File: src/verilog/irq_ctrl_pkg.sv
// constants, register map and carrier types of the interrupt control block
package irq_ctrl_pkg;
   // register indices; byte address is four times the index
   localparam logic [7:0] IDX_FLAGCTL = 8'h88;
   localparam logic [7:0] IDX_IE = 8'hA8;
   localparam logic [7:0] IDX_EN2 = 8'hA9;
   localparam logic [7:0] IDX_PRIO2 = 8'hB9;
   localparam logic [7:0] IDX_G0F = 8'hBA;
   localparam logic [7:0] IDX_G0R = 8'hBB;
   localparam logic [7:0] IDX_G1F = 8'hBC;
   localparam logic [7:0] IDX_G1R = 8'hBD;
   localparam logic [7:0] IDX_G2F = 8'hC6;
   localparam logic [7:0] IDX_G2R = 8'hC7;
   // field positions
   localparam int BIT_GALLOW = 7;
   localparam int BIT_TOUCH = 4;
   localparam int BIT_EXT2 = 3;
   localparam int BIT_BTM = 2;
   localparam int BIT_PWM = 1;
   localparam int BIT_SER = 0;
   localparam int BIT_FLAG1 = 3;
   localparam int BIT_FLAG0 = 1;
   // writable masks; reserved positions read as zero
   localparam logic [7:0] MASK_IE = 8'h80;
   localparam logic [7:0] MASK_EN2 = 8'h1F;
   localparam logic [7:0] MASK_FLAGCTL = 8'h0A;
   localparam logic [7:0] MASK_G0 = 8'h0E;
   localparam logic [7:0] MASK_G1 = 8'h0F;
   localparam logic [7:0] MASK_G2 = 8'h3F;
   localparam logic [7:0] RST_REG = 8'h00;
   // arbitration slots, lowest slot has the smallest query number
   localparam int NSRC = 7;
   localparam int S_EXT0 = 0;
   localparam int S_EXT1 = 1;
   localparam int S_SER = 2;
   localparam int S_PWM = 3;
   localparam int S_TOUCH = 4;
   localparam int S_EXT2 = 5;
   localparam int S_BTM = 6;
   localparam logic [3:0] Q_EXT0 = 4'h0;
   localparam logic [3:0] Q_EXT1 = 4'h2;
   localparam logic [3:0] Q_SER = 4'h7;
   localparam logic [3:0] Q_PWM = 4'h8;
   localparam logic [3:0] Q_TOUCH = 4'h9;
   localparam logic [3:0] Q_EXT2 = 4'hA;
   localparam logic [3:0] Q_BTM = 4'hB;
   localparam logic [1:0] HTRANS_NONSEQ = 2'h2;

   typedef struct packed {
      logic valid;
      logic write;
      logic [7:0] idx;
   } addr_phase_t;

   typedef struct packed {
      logic valid;
      logic high;
      logic [3:0] qnum;
   } irq_req_t;
endpackage : irq_ctrl_pkg

File: src/verilog/irq_enable_priority_edge_ctrl.sv
// interrupt enable, priority, arbitration and external edge detection
//
// Summary of operation
// enable bit 4 gates touch interrupt
// enable bit 3 gates external group 2
// enable bit 2 gates base timer
// enable bit 1 gates pwm overflow
// enable bit 0 gates serial port
// priority bit 4 lifts touch high
// priority bit 3 lifts group 2 high
// priority bit 2 lifts base timer high
// priority bit 1 lifts pwm high
// priority bit 0 lifts serial port high
// group 1 flag set, cleared on response
// group 0 flag set, cleared on response
// group 0 falling-edge selects, bits 3..1
// group 0 rising-edge selects, bits 3..1
// group 1 falling-edge selects, bits 3..0
// group 1 rising-edge selects, bits 3..0
// group 2 falling-edge selects, bits 5..0
// group 2 rising-edge selects, bits 5..0
// both selects: either edge; edges wake
// global allow gates every source
// high preempts low, never same level
// same level: smallest query number first
// all control bits reset to zero
// reserved bits ignore writes, read zero
`timescale 1ns/1ps
module irq_enable_priority_edge_ctrl #(
   parameter int NA = 3,
   parameter int NB = 4,
   parameter int NC = 6
) (
   // clock and reset
   input wire logic hclk,
   input wire logic hresetn,
   // ahb-lite slave
   input wire logic hsel,
   input wire logic [31:0] haddr,
   input wire logic [1:0] htrans,
   input wire logic hwrite,
   input wire logic [2:0] hsize,
   input wire logic [31:0] hwdata,
   input wire logic hready,
   output logic [31:0] hrdata,
   output logic hreadyout,
   output logic hresp,
   // external pins, asynchronous
   input wire logic [NA:1] ext_irq_group_a,
   input wire logic [NB-1:0] ext_irq_group_b,
   input wire logic [NC-1:0] ext_irq_group_c,
   // peripheral requests, same clock, held until cleared by their owner
   input wire logic touch_req,
   input wire logic base_timer_req,
   input wire logic pwm_req,
   input wire logic serial_req,
   // processor core
   input wire logic irq_ack,
   input wire logic [3:0] irq_ack_qnum,
   input wire logic irq_reti,
   output logic irq_valid,
   output logic irq_high,
   output logic [3:0] irq_qnum,
   output logic stop_wake
);

   // registers
   logic global_irq_allow_r;
   logic [7:0] en2_r;
   logic [7:0] prio2_r;
   logic ext_group0_request_flag_r;
   logic ext_group1_request_flag_r;
   logic ext_group2_pend_r;
   logic [NA:1] group0_fall_select_r;
   logic [NA:1] group0_rise_select_r;
   logic [NB-1:0] group1_fall_select_r;
   logic [NB-1:0] group1_rise_select_r;
   logic [NC-1:0] group2_fall_select_r;
   logic [NC-1:0] group2_rise_select_r;
   logic in_high_r;
   logic in_low_r;
   irq_ctrl_pkg::addr_phase_t aph_r;
   irq_ctrl_pkg::irq_req_t req_r;
   logic wake_r;
   logic [31:0] rdata_r;

   // synchronisers
   logic [NA:1] a_s1_r, a_s2_r, a_old_r;
   logic [NB-1:0] b_s1_r, b_s2_r, b_old_r;
   logic [NC-1:0] c_s1_r, c_s2_r, c_old_r;

   function automatic logic edge_hit(input logic [7:0] old_v, input logic [7:0] cur_v,
                                     input logic [7:0] rise, input logic [7:0] fall);
      edge_hit = |((~old_v & cur_v & rise) | (old_v & ~cur_v & fall));
   endfunction : edge_hit

   function automatic logic [3:0] slot_qnum(input logic [2:0] slot);
      case (slot)
         3'd0: slot_qnum = irq_ctrl_pkg::Q_EXT0;
         3'd1: slot_qnum = irq_ctrl_pkg::Q_EXT1;
         3'd2: slot_qnum = irq_ctrl_pkg::Q_SER;
         3'd3: slot_qnum = irq_ctrl_pkg::Q_PWM;
         3'd4: slot_qnum = irq_ctrl_pkg::Q_TOUCH;
         3'd5: slot_qnum = irq_ctrl_pkg::Q_EXT2;
         default: slot_qnum = irq_ctrl_pkg::Q_BTM;
      endcase
   endfunction : slot_qnum

   always_ff @(posedge hclk or negedge hresetn) begin
      if (!hresetn) begin
         a_s1_r <= '0;
         a_s2_r <= '0;
         a_old_r <= '0;
         b_s1_r <= '0;
         b_s2_r <= '0;
         b_old_r <= '0;
         c_s1_r <= '0;
         c_s2_r <= '0;
         c_old_r <= '0;
      end else begin
         a_s1_r <= ext_irq_group_a;
         a_s2_r <= a_s1_r;
         a_old_r <= a_s2_r;
         b_s1_r <= ext_irq_group_b;
         b_s2_r <= b_s1_r;
         b_old_r <= b_s2_r;
         c_s1_r <= ext_irq_group_c;
         c_s2_r <= c_s1_r;
         c_old_r <= c_s2_r;
      end
   end

   // edge detection; the first synchroniser stage is never looked at
   logic hit0, hit1, hit2;
   always_comb begin
      hit0 = edge_hit(8'({a_old_r, 1'b0}), 8'({a_s2_r, 1'b0}),
                      8'({group0_rise_select_r, 1'b0}),
                      8'({group0_fall_select_r, 1'b0}));
      hit1 = edge_hit(8'(b_old_r), 8'(b_s2_r), 8'(group1_rise_select_r),
                      8'(group1_fall_select_r));
      hit2 = edge_hit(8'(c_old_r), 8'(c_s2_r), 8'(group2_rise_select_r),
                      8'(group2_fall_select_r));
   end

   // bus decode
   logic take;
   logic wr_en;
   logic [7:0] wd;
   always_comb begin
      take = hsel && hready && htrans == irq_ctrl_pkg::HTRANS_NONSEQ;
      wr_en = aph_r.valid && aph_r.write;
      wd = hwdata[7:0];
   end

   always_ff @(posedge hclk or negedge hresetn) begin
      if (!hresetn) begin
         aph_r <= '0;
      end else if (hready) begin
         aph_r.valid <= take;
         aph_r.write <= hwrite;
         aph_r.idx <= haddr[9:2];
      end
   end

   // software writable control; reserved bits are never stored
   always_ff @(posedge hclk or negedge hresetn) begin
      if (!hresetn) begin
         global_irq_allow_r <= 1'b0;
         en2_r <= irq_ctrl_pkg::RST_REG;
         prio2_r <= irq_ctrl_pkg::RST_REG;
         group0_fall_select_r <= '0;
         group0_rise_select_r <= '0;
         group1_fall_select_r <= '0;
         group1_rise_select_r <= '0;
         group2_fall_select_r <= '0;
         group2_rise_select_r <= '0;
      end else if (wr_en) begin
         case (aph_r.idx)
            irq_ctrl_pkg::IDX_IE: global_irq_allow_r <= wd[irq_ctrl_pkg::BIT_GALLOW];
            irq_ctrl_pkg::IDX_EN2: en2_r <= wd & irq_ctrl_pkg::MASK_EN2;
            irq_ctrl_pkg::IDX_PRIO2: prio2_r <= wd & irq_ctrl_pkg::MASK_EN2;
            irq_ctrl_pkg::IDX_G0F: group0_fall_select_r <= wd[NA:1];
            irq_ctrl_pkg::IDX_G0R: group0_rise_select_r <= wd[NA:1];
            irq_ctrl_pkg::IDX_G1F: group1_fall_select_r <= wd[NB-1:0];
            irq_ctrl_pkg::IDX_G1R: group1_rise_select_r <= wd[NB-1:0];
            irq_ctrl_pkg::IDX_G2F: group2_fall_select_r <= wd[NC-1:0];
            irq_ctrl_pkg::IDX_G2R: group2_rise_select_r <= wd[NC-1:0];
            default: ;
         endcase
      end
   end

   // hardware flags; a new edge wins over the acknowledge or a software clear
   logic ack0, ack1, ack2, sw_flagctl;
   always_comb begin
      ack0 = irq_ack && irq_ack_qnum == irq_ctrl_pkg::Q_EXT0;
      ack1 = irq_ack && irq_ack_qnum == irq_ctrl_pkg::Q_EXT1;
      ack2 = irq_ack && irq_ack_qnum == irq_ctrl_pkg::Q_EXT2;
      sw_flagctl = wr_en && aph_r.idx == irq_ctrl_pkg::IDX_FLAGCTL;
   end

   always_ff @(posedge hclk or negedge hresetn) begin
      if (!hresetn) begin
         ext_group0_request_flag_r <= 1'b0;
      end else if (hit0) begin
         ext_group0_request_flag_r <= 1'b1;
      end else if (sw_flagctl) begin
         ext_group0_request_flag_r <= wd[irq_ctrl_pkg::BIT_FLAG0];
      end else if (ack0) begin
         ext_group0_request_flag_r <= 1'b0;
      end
   end

   always_ff @(posedge hclk or negedge hresetn) begin
      if (!hresetn) begin
         ext_group1_request_flag_r <= 1'b0;
      end else if (hit1) begin
         ext_group1_request_flag_r <= 1'b1;
      end else if (sw_flagctl) begin
         ext_group1_request_flag_r <= wd[irq_ctrl_pkg::BIT_FLAG1];
      end else if (ack1) begin
         ext_group1_request_flag_r <= 1'b0;
      end
   end

   // group 2 has no visible flag; its request is held until responded to
   always_ff @(posedge hclk or negedge hresetn) begin
      if (!hresetn) begin
         ext_group2_pend_r <= 1'b0;
      end else if (hit2) begin
         ext_group2_pend_r <= 1'b1;
      end else if (ack2) begin
         ext_group2_pend_r <= 1'b0;
      end
   end

   // stop-mode wake does not depend on the enables or the global allow
   always_ff @(posedge hclk or negedge hresetn) begin
      if (!hresetn) begin
         wake_r <= 1'b0;
      end else begin
         wake_r <= hit0 || hit1 || hit2;
      end
   end

   // pending and level of each slot
   logic [irq_ctrl_pkg::NSRC-1:0] pend;
   logic [irq_ctrl_pkg::NSRC-1:0] lvl;
   always_comb begin
      pend = '0;
      lvl = '0;
      pend[irq_ctrl_pkg::S_EXT0] = ext_group0_request_flag_r;
      pend[irq_ctrl_pkg::S_EXT1] = ext_group1_request_flag_r;
      pend[irq_ctrl_pkg::S_TOUCH] = touch_req && en2_r[irq_ctrl_pkg::BIT_TOUCH];
      pend[irq_ctrl_pkg::S_EXT2] = ext_group2_pend_r && en2_r[irq_ctrl_pkg::BIT_EXT2];
      pend[irq_ctrl_pkg::S_BTM] = base_timer_req && en2_r[irq_ctrl_pkg::BIT_BTM];
      pend[irq_ctrl_pkg::S_PWM] = pwm_req && en2_r[irq_ctrl_pkg::BIT_PWM];
      pend[irq_ctrl_pkg::S_SER] = serial_req && en2_r[irq_ctrl_pkg::BIT_SER];
      lvl[irq_ctrl_pkg::S_TOUCH] = prio2_r[irq_ctrl_pkg::BIT_TOUCH];
      lvl[irq_ctrl_pkg::S_EXT2] = prio2_r[irq_ctrl_pkg::BIT_EXT2];
      lvl[irq_ctrl_pkg::S_BTM] = prio2_r[irq_ctrl_pkg::BIT_BTM];
      lvl[irq_ctrl_pkg::S_PWM] = prio2_r[irq_ctrl_pkg::BIT_PWM];
      lvl[irq_ctrl_pkg::S_SER] = prio2_r[irq_ctrl_pkg::BIT_SER];
   end

   // two-level arbitration; the first-level registers live outside this
   // block, so the group 0 and 1 sources are always enabled at low level
   logic [irq_ctrl_pkg::NSRC-1:0] cand_hi, cand_lo;
   logic pick_v, pick_h;
   logic [2:0] pick_s;
   always_comb begin
      cand_hi = pend & lvl;
      cand_lo = pend & ~lvl;
      pick_v = 1'b0;
      pick_h = 1'b0;
      pick_s = 3'd0;
      if (global_irq_allow_r && !in_high_r) begin
         for (int i = irq_ctrl_pkg::NSRC - 1; i >= 0; i--) begin
            if (cand_hi[i]) begin
               pick_v = 1'b1;
               pick_h = 1'b1;
               pick_s = 3'(i);
            end
         end
         if (!pick_v && !in_low_r) begin
            for (int i = irq_ctrl_pkg::NSRC - 1; i >= 0; i--) begin
               if (cand_lo[i]) begin
                  pick_v = 1'b1;
                  pick_s = 3'(i);
               end
            end
         end
      end
   end

   always_ff @(posedge hclk or negedge hresetn) begin
      if (!hresetn) begin
         req_r <= '0;
      end else begin
         req_r.valid <= pick_v && !irq_ack;
         req_r.high <= pick_h;
         req_r.qnum <= slot_qnum(pick_s);
      end
   end

   // in-service levels; the acknowledge is trusted to name the offered request
   always_ff @(posedge hclk or negedge hresetn) begin
      if (!hresetn) begin
         in_high_r <= 1'b0;
         in_low_r <= 1'b0;
      end else if (irq_ack) begin
         if (req_r.high) begin
            in_high_r <= 1'b1;
         end else begin
            in_low_r <= 1'b1;
         end
      end else if (irq_reti) begin
         if (in_high_r) begin
            in_high_r <= 1'b0;
         end else begin
            in_low_r <= 1'b0;
         end
      end
   end

   // read data registered in the address phase, shown in the data phase
   logic [7:0] rd;
   always_comb begin
      rd = 8'h00;
      case (haddr[9:2])
         irq_ctrl_pkg::IDX_IE: rd = {global_irq_allow_r, 7'h00};
         irq_ctrl_pkg::IDX_EN2: rd = en2_r;
         irq_ctrl_pkg::IDX_PRIO2: rd = prio2_r;
         irq_ctrl_pkg::IDX_FLAGCTL: rd = {4'h0, ext_group1_request_flag_r, 1'b0,
                                       ext_group0_request_flag_r, 1'b0};
         irq_ctrl_pkg::IDX_G0F: rd = 8'({group0_fall_select_r, 1'b0});
         irq_ctrl_pkg::IDX_G0R: rd = 8'({group0_rise_select_r, 1'b0});
         irq_ctrl_pkg::IDX_G1F: rd = 8'(group1_fall_select_r);
         irq_ctrl_pkg::IDX_G1R: rd = 8'(group1_rise_select_r);
         irq_ctrl_pkg::IDX_G2F: rd = 8'(group2_fall_select_r);
         irq_ctrl_pkg::IDX_G2R: rd = 8'(group2_rise_select_r);
         default: rd = 8'h00;
      endcase
   end

   always_ff @(posedge hclk or negedge hresetn) begin
      if (!hresetn) begin
         rdata_r <= 32'h00000000;
      end else if (take && !hwrite) begin
         rdata_r <= {24'h000000, rd};
      end
   end

   always_comb begin
      hrdata = rdata_r;
      hreadyout = 1'b1;
      hresp = 1'b0;
      irq_valid = req_r.valid;
      irq_high = req_r.high;
      irq_qnum = req_r.qnum;
      stop_wake = wake_r;
   end

   // checks
   a_global_gate: assert property (@(posedge hclk) disable iff (!hresetn)
      irq_valid |-> $past(global_irq_allow_r))
      else $error("request offered while global allow was off");
   a_touch_gate: assert property (@(posedge hclk) disable iff (!hresetn)
      irq_valid && irq_qnum == irq_ctrl_pkg::Q_TOUCH |-> $past(en2_r[4]) && $past(touch_req))
      else $error("touch request offered while blocked");
   a_ext2_gate: assert property (@(posedge hclk) disable iff (!hresetn)
      irq_valid && irq_qnum == irq_ctrl_pkg::Q_EXT2 |-> $past(en2_r[3]))
      else $error("group 2 request offered while blocked");
   a_pwm_level: assert property (@(posedge hclk) disable iff (!hresetn)
      irq_valid && irq_qnum == irq_ctrl_pkg::Q_PWM |-> irq_high == $past(prio2_r[1]))
      else $error("pwm request at wrong level");
   a_no_same_nest: assert property (@(posedge hclk) disable iff (!hresetn)
      irq_valid |-> !$past(in_high_r) && ($past(in_low_r) -> irq_high))
      else $error("request offered at a level already in service");
   a_flag0_set: assert property (@(posedge hclk) disable iff (!hresetn)
      hit0 |=> ext_group0_request_flag_r)
      else $error("group 0 edge did not set its flag");
   a_flag1_clear: assert property (@(posedge hclk) disable iff (!hresetn)
      ack1 && !hit1 && !sw_flagctl |=> !ext_group1_request_flag_r)
      else $error("group 1 flag not cleared on response");
   a_wake_edge: assert property (@(posedge hclk) disable iff (!hresetn)
      $rose(c_s2_r[NC-1]) && group2_rise_select_r[NC-1]
      |=> stop_wake)
      else $error("group 2 rising edge missed");
   a_order_low: assert property (@(posedge hclk) disable iff (!hresetn)
      irq_valid && irq_qnum == irq_ctrl_pkg::Q_EXT1 && !irq_high
      |-> !$past(ext_group0_request_flag_r))
      else $error("larger query number served before smaller");
   a_reserved_zero: assert property (@(posedge hclk) disable iff (!hresetn)
      en2_r[7:5] == 3'h0 && prio2_r[7:5] == 3'h0)
      else $error("reserved enable or priority bits set");

endmodule : irq_enable_priority_edge_ctrl

File: config.mk
export PLATFORM = sky130hd
export DESIGN_NAME = irq_enable_priority_edge_ctrl
export DESIGN_NICKNAME = d
export VERILOG_FILES = /design/src/verilog/irq_ctrl_pkg.sv /design/src/verilog/irq_enable_priority_edge_ctrl.sv
export SDC_FILE = /design/constraint.sdc
export NUM_CORES = 1
export LEC_CHECK = 0
export BUFFER_PORTS_ARGS = -buffer_cell sky130_fd_sc_hd__buf_2
export CAP_MARGIN = 5
export CORE_UTILIZATION = 50
export DETAILED_ROUTE_END_ITERATION = 6
export GPL_TIMING_DRIVEN = 1
export HOLD_SLACK_MARGIN = 0.1
export PLACE_DENSITY = 0.81
export REMOVE_ABC_BUFFERS = 1
export SLEW_MARGIN = 20
export SYNTH_ARGS = -nofsm -noshare
export SYNTH_HDL_FRONTEND = slang
export SYNTH_SLANG_ARGS = --single-unit
File: constraint.sdc
create_clock -name hclk -period 2.5 [get_ports hclk]
set_clock_uncertainty 0.2 [all_clocks]
set_input_delay 0 -clock hclk [delete_from_list [all_inputs] [get_ports hclk]]
set_output_delay 0 -clock hclk [all_outputs]
set_load 0.02 [all_outputs]
==> results.py, run 1 <==
metrics = {
    "floorplan": {
        "row_count": 34,
        "start_util": 0.522,
        "pin_count": 138,
        "die_area_sq_mm": 0.00962,
        "fp.dieH_microns": 98.1,
        "core_sq_mm": 0.00885,
        "die_w_microns": 98.1,
    },
    "clock_network": {
        "clock_sinks": 105,
        "cts_root_buf": "clkbuf_8",
        "numCtsBuffers": 9,
        "clockBufferDepth": 2,
        "htree_num_levels": 3,
        "cts.clk_slew.worst_paths_ns": 0.10,
        "clk_latency_ns": 0.36,
        "cts_tree": "built",
    },
    "run_status": {
        "failed_checks": "DRC",
        "status": "finished with violations",
    },
    "grt": {
        "grt_pass1_wl_microns": 16400,
        "antenna_found_initial": 0,
        "grt_overflow": 0,
        "grt_pass1_vias": 3397,
        "grt.total_usage": 0.220,
        "grt_max_degree": 106,
    },
    "yosys": {
        "syn-cell-area_sq_mm": 0.00462,
        "ys_seq_area_frac": 0.569,
        "synth_commonest_cells": "dfrtp_1, nand2_1, mux2_1",
        "synth.area.top_cells": "dfrtp_1, mux2_1, buf_4",
        "async_flop_share": 1.00,
        "avgSynthCellArea_sq_um": 11.7,
        "synth_top_flop_cell": "dfrtp_1",
        "ys_types": 53,
        "ys_ff_latch": 105,
        "ys_warn_count": 0,
        "synth_top_area_cell": "dfrtp_1",
        "netlist.area_leader.share": 0.569,
        "synth_edf_count": 0,
        "synthCells": 393,
        "synth_most_common_cell": "dfrtp_1",
    },
    "critical_path": {
        "cp.arrival_ns": 2.25,
        "critical_path_class": "reg -> reg",
        "ff2ff_setup_slack_ns": 0.31,
        "crit_path_cell_trace": "and3b_1 > o21ba_2 > o21a_1 > or4b_1 > a211o_1 > nor3b_2",
        "slowest_delay_ns": 0.46,
        "cp-end-kind": "flop",
        "cp-start-kind": "flop",
        "r2r-start": "prio2_r[4]",
        "reg2reg_to": "irq_qnum[2]",
        "slowest_stage": "or4b_1",
        "reg2regPathDepth": 6,
        "cp_max_fo": 4,
        "cp.required_ns": 2.56,
    },
    "timing": {
        "relSlewSlack": 0.498,
        "worst_pin_slew_ns": 0.746,
        "post-route-period-util": 0.878,
        "setup_viol": 0,
        "hold_violations": 0,
        "slew_viol_final": 0,
        "min_period_ns": 2.19,
        "clock.fmax_ghz": 0.456,
        "grt_setup_unrepaired": "no",
        "tns_ns": 0,
    },
    "worst_hold_path": {
        "holdPathEnd": "c_s2_r[4]",
        "whs_path_depth": 0,
        "hp-class": "reg -> reg",
        "hp-start": "c_s1_r[4]",
    },
    "final_layout": {
        "drive_above_1_share": 0.190,
        "post-route-cell-area_sq_mm": 0.00580,
        "area_growth_pct": 25.6,
        "n_antenna_cell": 0,
        "final_nets": 619,
    },
    "place": {
        "place_congestion": 0.922,
        "dpl.hpwl_microns": 6650,
        "portBuffers": 58,
        "place_area_sq_mm": 0.00495,
    },
    "power": {
        "total_power_mw": 3.21,
        "ir_drop_uv": 395,
        "leakage_nw": 2.72,
        "powerDensity_mw_per_mm2": 554,
    },
    "routing": {
        "drt-wirelength-per-cell_microns": 15.5,
        "routed_wl_microns": 9850,
        "vias": 3449,
        "initialDrtViolationCount": 186,
        "drc": 16,
        "ant_nets": 0,
        "dr.pass1.iters": 7,
        "vias_per_cell": 5.43,
    },
    "run": {
        "maxCapViolations": 0,
    },
}
## cells in the final DEF, fill, tap and decap left out, types with 15 or more instances in the layout
cell type,Yosys,layout
mux2_1,29,29
nand3b_1,15,15
dlygate4sd3_1,0,66
nand3_1,16,16
conb_1,2,27
o21ai_0,18,18
mux2_2,17,17
nor2_1,20,20
nand2_1,38,38
dfrtp_1,105,105
buf_2,2,57
## cell type report
| class | count | area [sq um] |
|---|---|---|
| Fill cell | 653 | 3050 |
| Sequential cell | 105 | 2630 |
| Multi-Input combinational cell | 271 | 1820 |
| Timing Repair Buffer | 129 | 1000 |
| Clock buffer | 11 | 141 |
| Tap cell | 108 | 135 |
| Clock inverter | 5 | 45.0 |
| Inverter | 6 | 22.5 |
## report_power, final
group          total [mW]  switching [mW]  internal, mW
clock               0.993           0.583         0.410
combinational       0.375           0.194         0.182
sequential           1.84          0.0662          1.78
total                3.21           0.843          2.37
## logic make-up (layout without fill, tap and decap cells)
family                 count (synthesis)  in the layout  synth area share
XOR/XNOR                               1              1           0.00190
other                                  2             27           0.00163
AND/OR/NAND/NOR                      125            125             0.145
multiplexers                          55             55             0.132
AO/OA/AOI/OAI                         63             63            0.0938
buffers and inverters                 42            151            0.0566
flip-flops                           105            105             0.569
## worst max-delay path, delay by kind of cell (launching register included)
family / cells / cell delay (ns)
and+or+nand+nor: 3 / 0.86
AOI/OAI and AO/OA: 3 / 0.62
DFF: 1 / 0.42
## registers in the layout, indices dropped and copies added, names as in the netlist, 5 cells and up
register,flops
c_old_r,6
c_s1_r,6
hrdata,7
en2_r,5
aph_r,10
prio2_r,5
c_s2_r,6
group2_rise_select_r,6
group2_fall_select_r,6
## metrics by stage
| step | cells | hold WS (ns) | setup WS, ns | utilization |
|---|---|---|---|---|
| finish | 635 | 0.157 | 0.306 | 0.655 |
| CTS | 635 | 0.159 | 0.322 | 0.655 |
| global route | 635 | 0.166 | 0.221 | 0.655 |
| detailed placement | 553 | -0.0911 | 0.334 | 0.559 |
| global placement | 553 | -0.0957 | 0.347 | 0.559 |
| floorplan | 382 | -0.496 | 0.431 | - |
## worst max-delay path by stage
stage / depth (start not counted) / slack [ns] / startpoint / end
after detailed placement: 6 / 0.33 / prio2_r[4] / irq_qnum[2]
after CTS: 6 / 0.32 / prio2_r[4] / irq_qnum[2]
after floorplan: 6 / 0.43 / prio2_r[4] / irq_qnum[2]
final: 6 / 0.31 / prio2_r[4] / irq_qnum[2]
after global routing: 8 / 0.22 / haddr[3] / hrdata[7]
after global placement: 6 / 0.35 / prio2_r[4] / irq_qnum[2]
## routing by layer
layer | GRT usage | part of all wire
met2 | 0.369 | 0.49
met1 | 0.277 | 0.42
met3 | 0.0523 | 0.057
met5 | 0 | 0
met4 | 0.0816 | 0.025
## repair_timing
action,4_1_cts,5_1_grt
hold buffers,66,0
setup buffers,0,0
gates resized for setup,0,0
endpoints found under the hold margin,180,0
No activity file was read; power rests on OpenSTA's default activity.
==> inputs of run 2 (changes only) <==
--- a/config.mk
+++ b/config.mk
@@ -7,11 +7,12 @@
 export LEC_CHECK = 0
 export BUFFER_PORTS_ARGS = -buffer_cell sky130_fd_sc_hd__buf_2
 export CAP_MARGIN = 5
-export CORE_UTILIZATION = 50
+export CORE_ASPECT_RATIO = 0.8
+export CORE_UTILIZATION = 40
 export DETAILED_ROUTE_END_ITERATION = 6
 export GPL_TIMING_DRIVEN = 1
 export HOLD_SLACK_MARGIN = 0.1
-export PLACE_DENSITY = 0.81
+export PLACE_DENSITY = 0.68
 export REMOVE_ABC_BUFFERS = 1
 export SLEW_MARGIN = 20
 export SYNTH_ARGS = -nofsm -noshare
==> run 2 against run 1 <==
  * Via count fell by 0.12%
  * Global-route usage fell by 4.0 points
  * Combinational power barely moved
  * Non-clock buffer count is 3 lower
  * Sequential share of layout area shrank 0.80 points
  * The flow now finishes without violations
  * Worst hold slack worse by 0.071 ns
  * Register-to-register slack is essentially flat
  * Maximum frequency decreased by 0.55%
  * Setup slack worse by 0.012 ns
==> results.py, run 2 (same netlist as run 1, synthesis figures left out) <==
metrics = {
    "critical_path": {
        "cp.arrival_ns": 2.24,
        "cp.required_ns": 2.54,
        "cp_max_fo": 4,
        "r2r-start": "prio2_r[4]",
        "ff2ff_setup_slack_ns": 0.29,
        "cp-start-kind": "flop",
        "reg2regPathDepth": 6,
        "critical_path_class": "reg -> reg",
        "reg2reg_to": "irq_qnum[2]",
        "cp-end-kind": "flop",
    },
    "power": {
        "ir_drop_uv": 385,
        "total_power_mw": 3.56,
        "powerDensity_mw_per_mm2": 603,
        "leakage_nw": 2.74,
    },
    "timing": {
        "relSlewSlack": 0.450,
        "worst_pin_slew_ns": 0.825,
        "post-route-period-util": 0.883,
        "clock.fmax_ghz": 0.453,
        "setup_viol": 0,
        "tns_ns": 0,
        "hold_violations": 0,
        "slew_viol_final": 0,
        "min_period_ns": 2.21,
        "grt_setup_unrepaired": "no",
    },
    "floorplan": {
        "pin_count": 138,
        "start_util": 0.417,
        "fp.dieH_microns": 98.1,
        "die_w_microns": 122,
        "row_count": 34,
        "die_area_sq_mm": 0.0120,
        "core_sq_mm": 0.0111,
    },
    "run": {
        "maxCapViolations": 0,
    },
    "routing": {
        "vias": 3445,
        "routed_wl_microns": 10100,
        "vias_per_cell": 5.16,
        "drt-wirelength-per-cell_microns": 15.1,
        "drc": 0,
        "dr.pass1.iters": 4,
        "initialDrtViolationCount": 244,
        "ant_nets": 0,
    },
    "grt": {
        "grt_pass1_vias": 3142,
        "grt.total_usage": 0.180,
        "grt_pass1_wl_microns": 16200,
        "grt_max_degree": 69,
        "antenna_found_initial": 0,
        "grt_overflow": 0,
    },
    "final_layout": {
        "drive_above_1_share": 0.193,
        "final_cell_mix": "dfrtp_1, dlygate4sd3_1, buf_2, nand2_1, mux2_1",
        "n_antenna_cell": 0,
        "final_common_cell": "dfrtp_1",
        "fill_cells": 976,
        "largest_reg_flops": 10,
        "post-route-cell-area_sq_mm": 0.00590,
        "top_register": "aph_r",
        "final_nets": 616,
        "area_growth_pct": 27.8,
    },
    "clock_network": {
        "cts_root_buf": "clkbuf_16",
        "clockBufferDepth": 2,
        "hold_buffers": 63,
        "clock_sinks": 105,
        "clk_latency_ns": 0.35,
        "postCtsSetupRepairBufs": 0,
        "cts_tree": "built",
        "ctsResizeCount": 0,
        "cts.clk_slew.worst_paths_ns": 0.07,
        "htree_num_levels": 3,
        "numCtsBuffers": 9,
    },
    "run_status": {
        "status": "finished clean",
    },
    "place": {
        "place_congestion": 0.839,
        "place_area_sq_mm": 0.00498,
        "dpl.hpwl_microns": 7150,
        "portBuffers": 58,
    },
    "worst_hold_path": {
        "hp-class": "in -> async",
    },
}
[run 2: cell types whose count changed in the layout (fill, tap and decap cells not counted)]
cell           before  now
buf_4               5    6
buf_12              1    0
clkinv_4            0    1
clkbuf_8           10    0
clkinvlp_4          0    3
inv_6               2    1
clkbuf_1            1    0
dlygate4sd3_1      66   63
clkbuf_16           0    9
clkinv_2            1    0
[run 2: critical path, cell delays in order (launching register included)]
cell and delay [ns]:
dfrtp_1 0.40, and3b_1 0.24, o21ba_2 0.17, o21a_1 0.12, or4b_1 0.47, a211o_1 0.33
nor3b_2 0.16
[run 2: final cells by class]
type	count	area, sq um	share of cell area
Multi-Input combinational cell	271	1820	0.309
Sequential cell	105	2630	0.445
Timing Repair Buffer	126	961	0.163
Clock buffer	9	225	0.0382
Inverter	6	22.5	0.00382
Tap cell	144	180	0.0305
Clock inverter	7	62.6	0.0106
[run 2: worst max path at each step]
stage | from | end | slack, ns | cells past startpoint
3_5_place_dp | prio2_r[4] | irq_qnum[2] | 0.31 | 6
4_1_cts | prio2_r[4] | irq_qnum[2] | 0.29 | 6
2_1_floorplan | prio2_r[4] | irq_qnum[2] | 0.43 | 6
6_report | prio2_r[4] | irq_qnum[2] | 0.29 | 6
5_1_grt | prio2_r[4] | irq_valid | 0.14 | 7
3_3_place_gp | prio2_r[4] | irq_qnum[2] | 0.34 | 6
[run 2: per-layer routing]
metal | track usage | vias to the layer above | wire length, microns
li1 | - | 1615 | -
met1 | 0.252 | 1688 | 4670
met2 | 0.272 | 133 | 4620
met3 | 0.0467 | 9 | 667
met4 | 0.0563 | 0 | 121
met5 | 0 | - | 0
[run 2: stage by stage]
stage | setup WS [ns] | hold WS (ns) | utilization | instances
final | 0.293 | 0.0857 | 0.533 | 668
after global routing | 0.137 | 0.156 | 0.533 | 668
after CTS | 0.291 | 0.112 | 0.533 | 668
after detailed placement | 0.311 | -0.0907 | 0.450 | 589
after global placement | 0.340 | -0.0926 | 0.450 | 589
after floorplan | 0.431 | -0.496 | - | 382
[run 2: report_power, final]
part           internal, mW  total [mW]  switching [mW]
Combinational         0.178       0.374           0.196
Clock                 0.694        1.34           0.651
Sequential             1.78        1.84          0.0636
==> inputs of run 3 (changes only) <==
--- a/config.mk
+++ b/config.mk
@@ -8,11 +8,12 @@
 export BUFFER_PORTS_ARGS = -buffer_cell sky130_fd_sc_hd__buf_2
 export CAP_MARGIN = 5
 export CORE_ASPECT_RATIO = 0.8
-export CORE_UTILIZATION = 40
+export CORE_MARGIN = 2
+export CORE_UTILIZATION = 51
 export DETAILED_ROUTE_END_ITERATION = 6
 export GPL_TIMING_DRIVEN = 1
 export HOLD_SLACK_MARGIN = 0.1
-export PLACE_DENSITY = 0.68
+export PLACE_DENSITY = 0.82
 export REMOVE_ABC_BUFFERS = 1
 export SLEW_MARGIN = 20
 export SYNTH_ARGS = -nofsm -noshare
==> run 3 against run 2 <==
  * First-iteration DRC count is 4.9% higher
  * Final cell count fell by 4.0%
  * Die area is 18% lower
  * Setup slack worse by 0.040 ns
  * Global-route usage grew 4.2 points
  * Maximum frequency decreased by 1.8%
==> results.py, run 3 (same netlist as run 1, synthesis figures left out) <==
metrics = {
    "timing": {
        "grt_setup_unrepaired": "no",
        "post-route-period-util": 0.899,
        "min_period_ns": 2.25,
        "setup_viol": 0,
        "layout_setup_ws_ns": 0.254,
        "tns_ns": 0,
        "slew_viol_final": 0,
        "relSlewSlack": 0.570,
        "hold_violations": 0,
        "worst_pin_slew_ns": 0.639,
        "clock.fmax_ghz": 0.445,
    },
    "critical_path": {
        "r2r-start": "aph_r[6]",
        "cp-end-kind": "flop",
        "crit_family": "simple AND/OR/NAND/NOR gates",
        "ff2ff_setup_slack_ns": 0.25,
        "cp-start-kind": "flop",
        "crit_path_cell_trace": "nor2b_1 > nor3b_2 > nand3_1 > o311ai_0 > dlygate4sd3_1 > o211ai_1",
        "crit_buf_inv": 1,
        "startpoint": "aph_r[6]",
        "critical_path_class": "reg -> reg",
        "cp.required_ns": 2.50,
        "cp_max_fo": 4,
        "cp.arrival_ns": 2.24,
        "slowest_delay_ns": 0.60,
        "slowest_stage": "dlygate4sd3_1",
    },
    "final_layout": {
        "final_common_cell": "dfrtp_1",
        "n_antenna_cell": 0,
        "final_cell_mix": "dfrtp_1, dlygate4sd3_1, buf_2, nand2_1, mux2_1",
        "area_growth_pct": 28.8,
        "drive_above_1_share": 0.192,
        "final_nets": 618,
        "largest_reg_flops": 10,
        "post-route-cell-area_sq_mm": 0.00594,
        "fill_cells": 654,
        "top_register": "aph_r",
    },
    "routing": {
        "initialDrtViolationCount": 256,
        "vias": 3489,
        "ant_nets": 0,
        "drc": 0,
        "dr.pass1.iters": 5,
        "routed_wl_microns": 10100,
        "drt-wirelength-per-cell_microns": 15.8,
        "vias_per_cell": 5.44,
    },
    "clock_network": {
        "clk_latency_ns": 0.35,
        "clock_sinks": 105,
        "cts.clk_slew.worst_paths_ns": 0.07,
        "htree_num_levels": 3,
        "ctsResizeCount": 0,
        "numCtsBuffers": 9,
        "cts_root_buf": "clkbuf_16",
        "clockBufferDepth": 2,
        "cts_tree": "built",
    },
    "floorplan": {
        "die_w_microns": 110,
        "die_area_sq_mm": 0.00983,
        "row_count": 31,
        "core_sq_mm": 0.00892,
        "fp.dieH_microns": 89.1,
        "start_util": 0.518,
        "pin_count": 138,
    },
    "power": {
        "intPower_mw": 2.80,
        "pwr-share-comb": 0.107,
        "power_switching_uw": 904,
        "p_sw_frac": 0.244,
        "leakage_nw": 2.78,
        "ir_drop_uv": 583,
        "powerDensity_mw_per_mm2": 622,
        "power_frac_clock": 0.396,
        "seq_power_share": 0.498,
    },
    "place": {
        "place_area_sq_mm": 0.00495,
        "portBuffers": 58,
        "dpl.hpwl_microns": 6880,
        "place_congestion": 0.924,
        "pre_cts_ws_ns": 0.319,
    },
    "worst_hold_path": {
        "hp-class": "in -> reg",
        "hp-start": "base_timer_req",
    },
    "grt": {
        "grt_overflow": 0,
        "grt.total_usage": 0.222,
        "grt_pass1_wl_microns": 16200,
        "grt_max_degree": 61,
        "antenna_found_initial": 0,
        "grt_pass1_vias": 3230,
    },
    "run_status": {
        "status": "finished clean",
    },
    "run": {
        "maxCapViolations": 0,
    },
}
## run 3: cell types whose count changed in the layout (fill, tap and decap cells not counted), sizes merged
cell	before	now
clkinvlp	3	0
inv	9	8
bufinv	0	1
clkinv	1	3
dlygate4sd3	63	65
clkbuf	9	10
## run 3: per-layer routing
layer / routed length (microns) / global-route usage / vias to the layer above
met5: 0 / 0 / -
met4: 183 / 0.0670 / 0
met3: 665 / 0.0561 / 20
li1: - / - / 1630
met2: 4720 / 0.355 / 154
met1: 4550 / 0.304 / 1685
## run 3: stage by stage
step	hold WS (ns)	total power, mW	utilization	instances
3_3_place_gp	-0.173	2.14	0.555	559
2_1_floorplan	-0.496	2.01	-	382
6_report	0.132	3.70	0.666	641
4_1_cts	0.118	3.73	0.666	641
5_1_grt	0.154	3.86	0.666	641
3_5_place_dp	-0.168	2.16	0.555	559
## run 3: final timing paths
path	to	depth (start not counted)
hold / removal	irq_qnum[0]	6
min in group asynchronous	b_s1_r[3]	4
max in group asynchronous	en2_r[1]	4
hold reg to reg	b_s2_r[2]	0
setup reg to reg	ext_group0_request_flag_r	6
setup / recovery	ext_group0_request_flag_r	6
## run 3: layout make-up
class | instances | area (sq um) | share of cell area
Inverter | 6 | 22.5 | 0.00379
Clock inverter | 6 | 83.8 | 0.0141
Multi-Input combinational cell | 271 | 1820 | 0.306
Tap cell | 115 | 144 | 0.0242
Timing Repair Buffer | 128 | 1010 | 0.169
Sequential cell | 105 | 2630 | 0.442
Clock buffer | 10 | 239 | 0.0402
## run 3: power groups by stage
| stage | clock network, mW | logic, mW | registers, mW |
|---|---|---|---|
| finish | 1.46 | 0.394 | 1.84 |
| global route | 1.57 | 0.433 | 1.85 |
| CTS | 1.50 | 0.390 | 1.84 |
| detailed placement | 0 | 0.288 | 1.87 |
| global placement | 0 | 0.277 | 1.87 |
| floorplan | 0 | 0.158 | 1.85 |
## run 3: worst register-to-register path, delay by kind of cell, from the launching register on
family / cells / cell delay [ns]
compound gates: 2 / 0.25
simple gates: 3 / 0.64
flops: 1 / 0.40
buf+inv: 1 / 0.60
## run 3: timing repair
item,in CTS,in global routing
hold buffers,66,0
buffers inserted,0,0
hold endpoints to repair,179,0
setup endpoints to repair,0,0
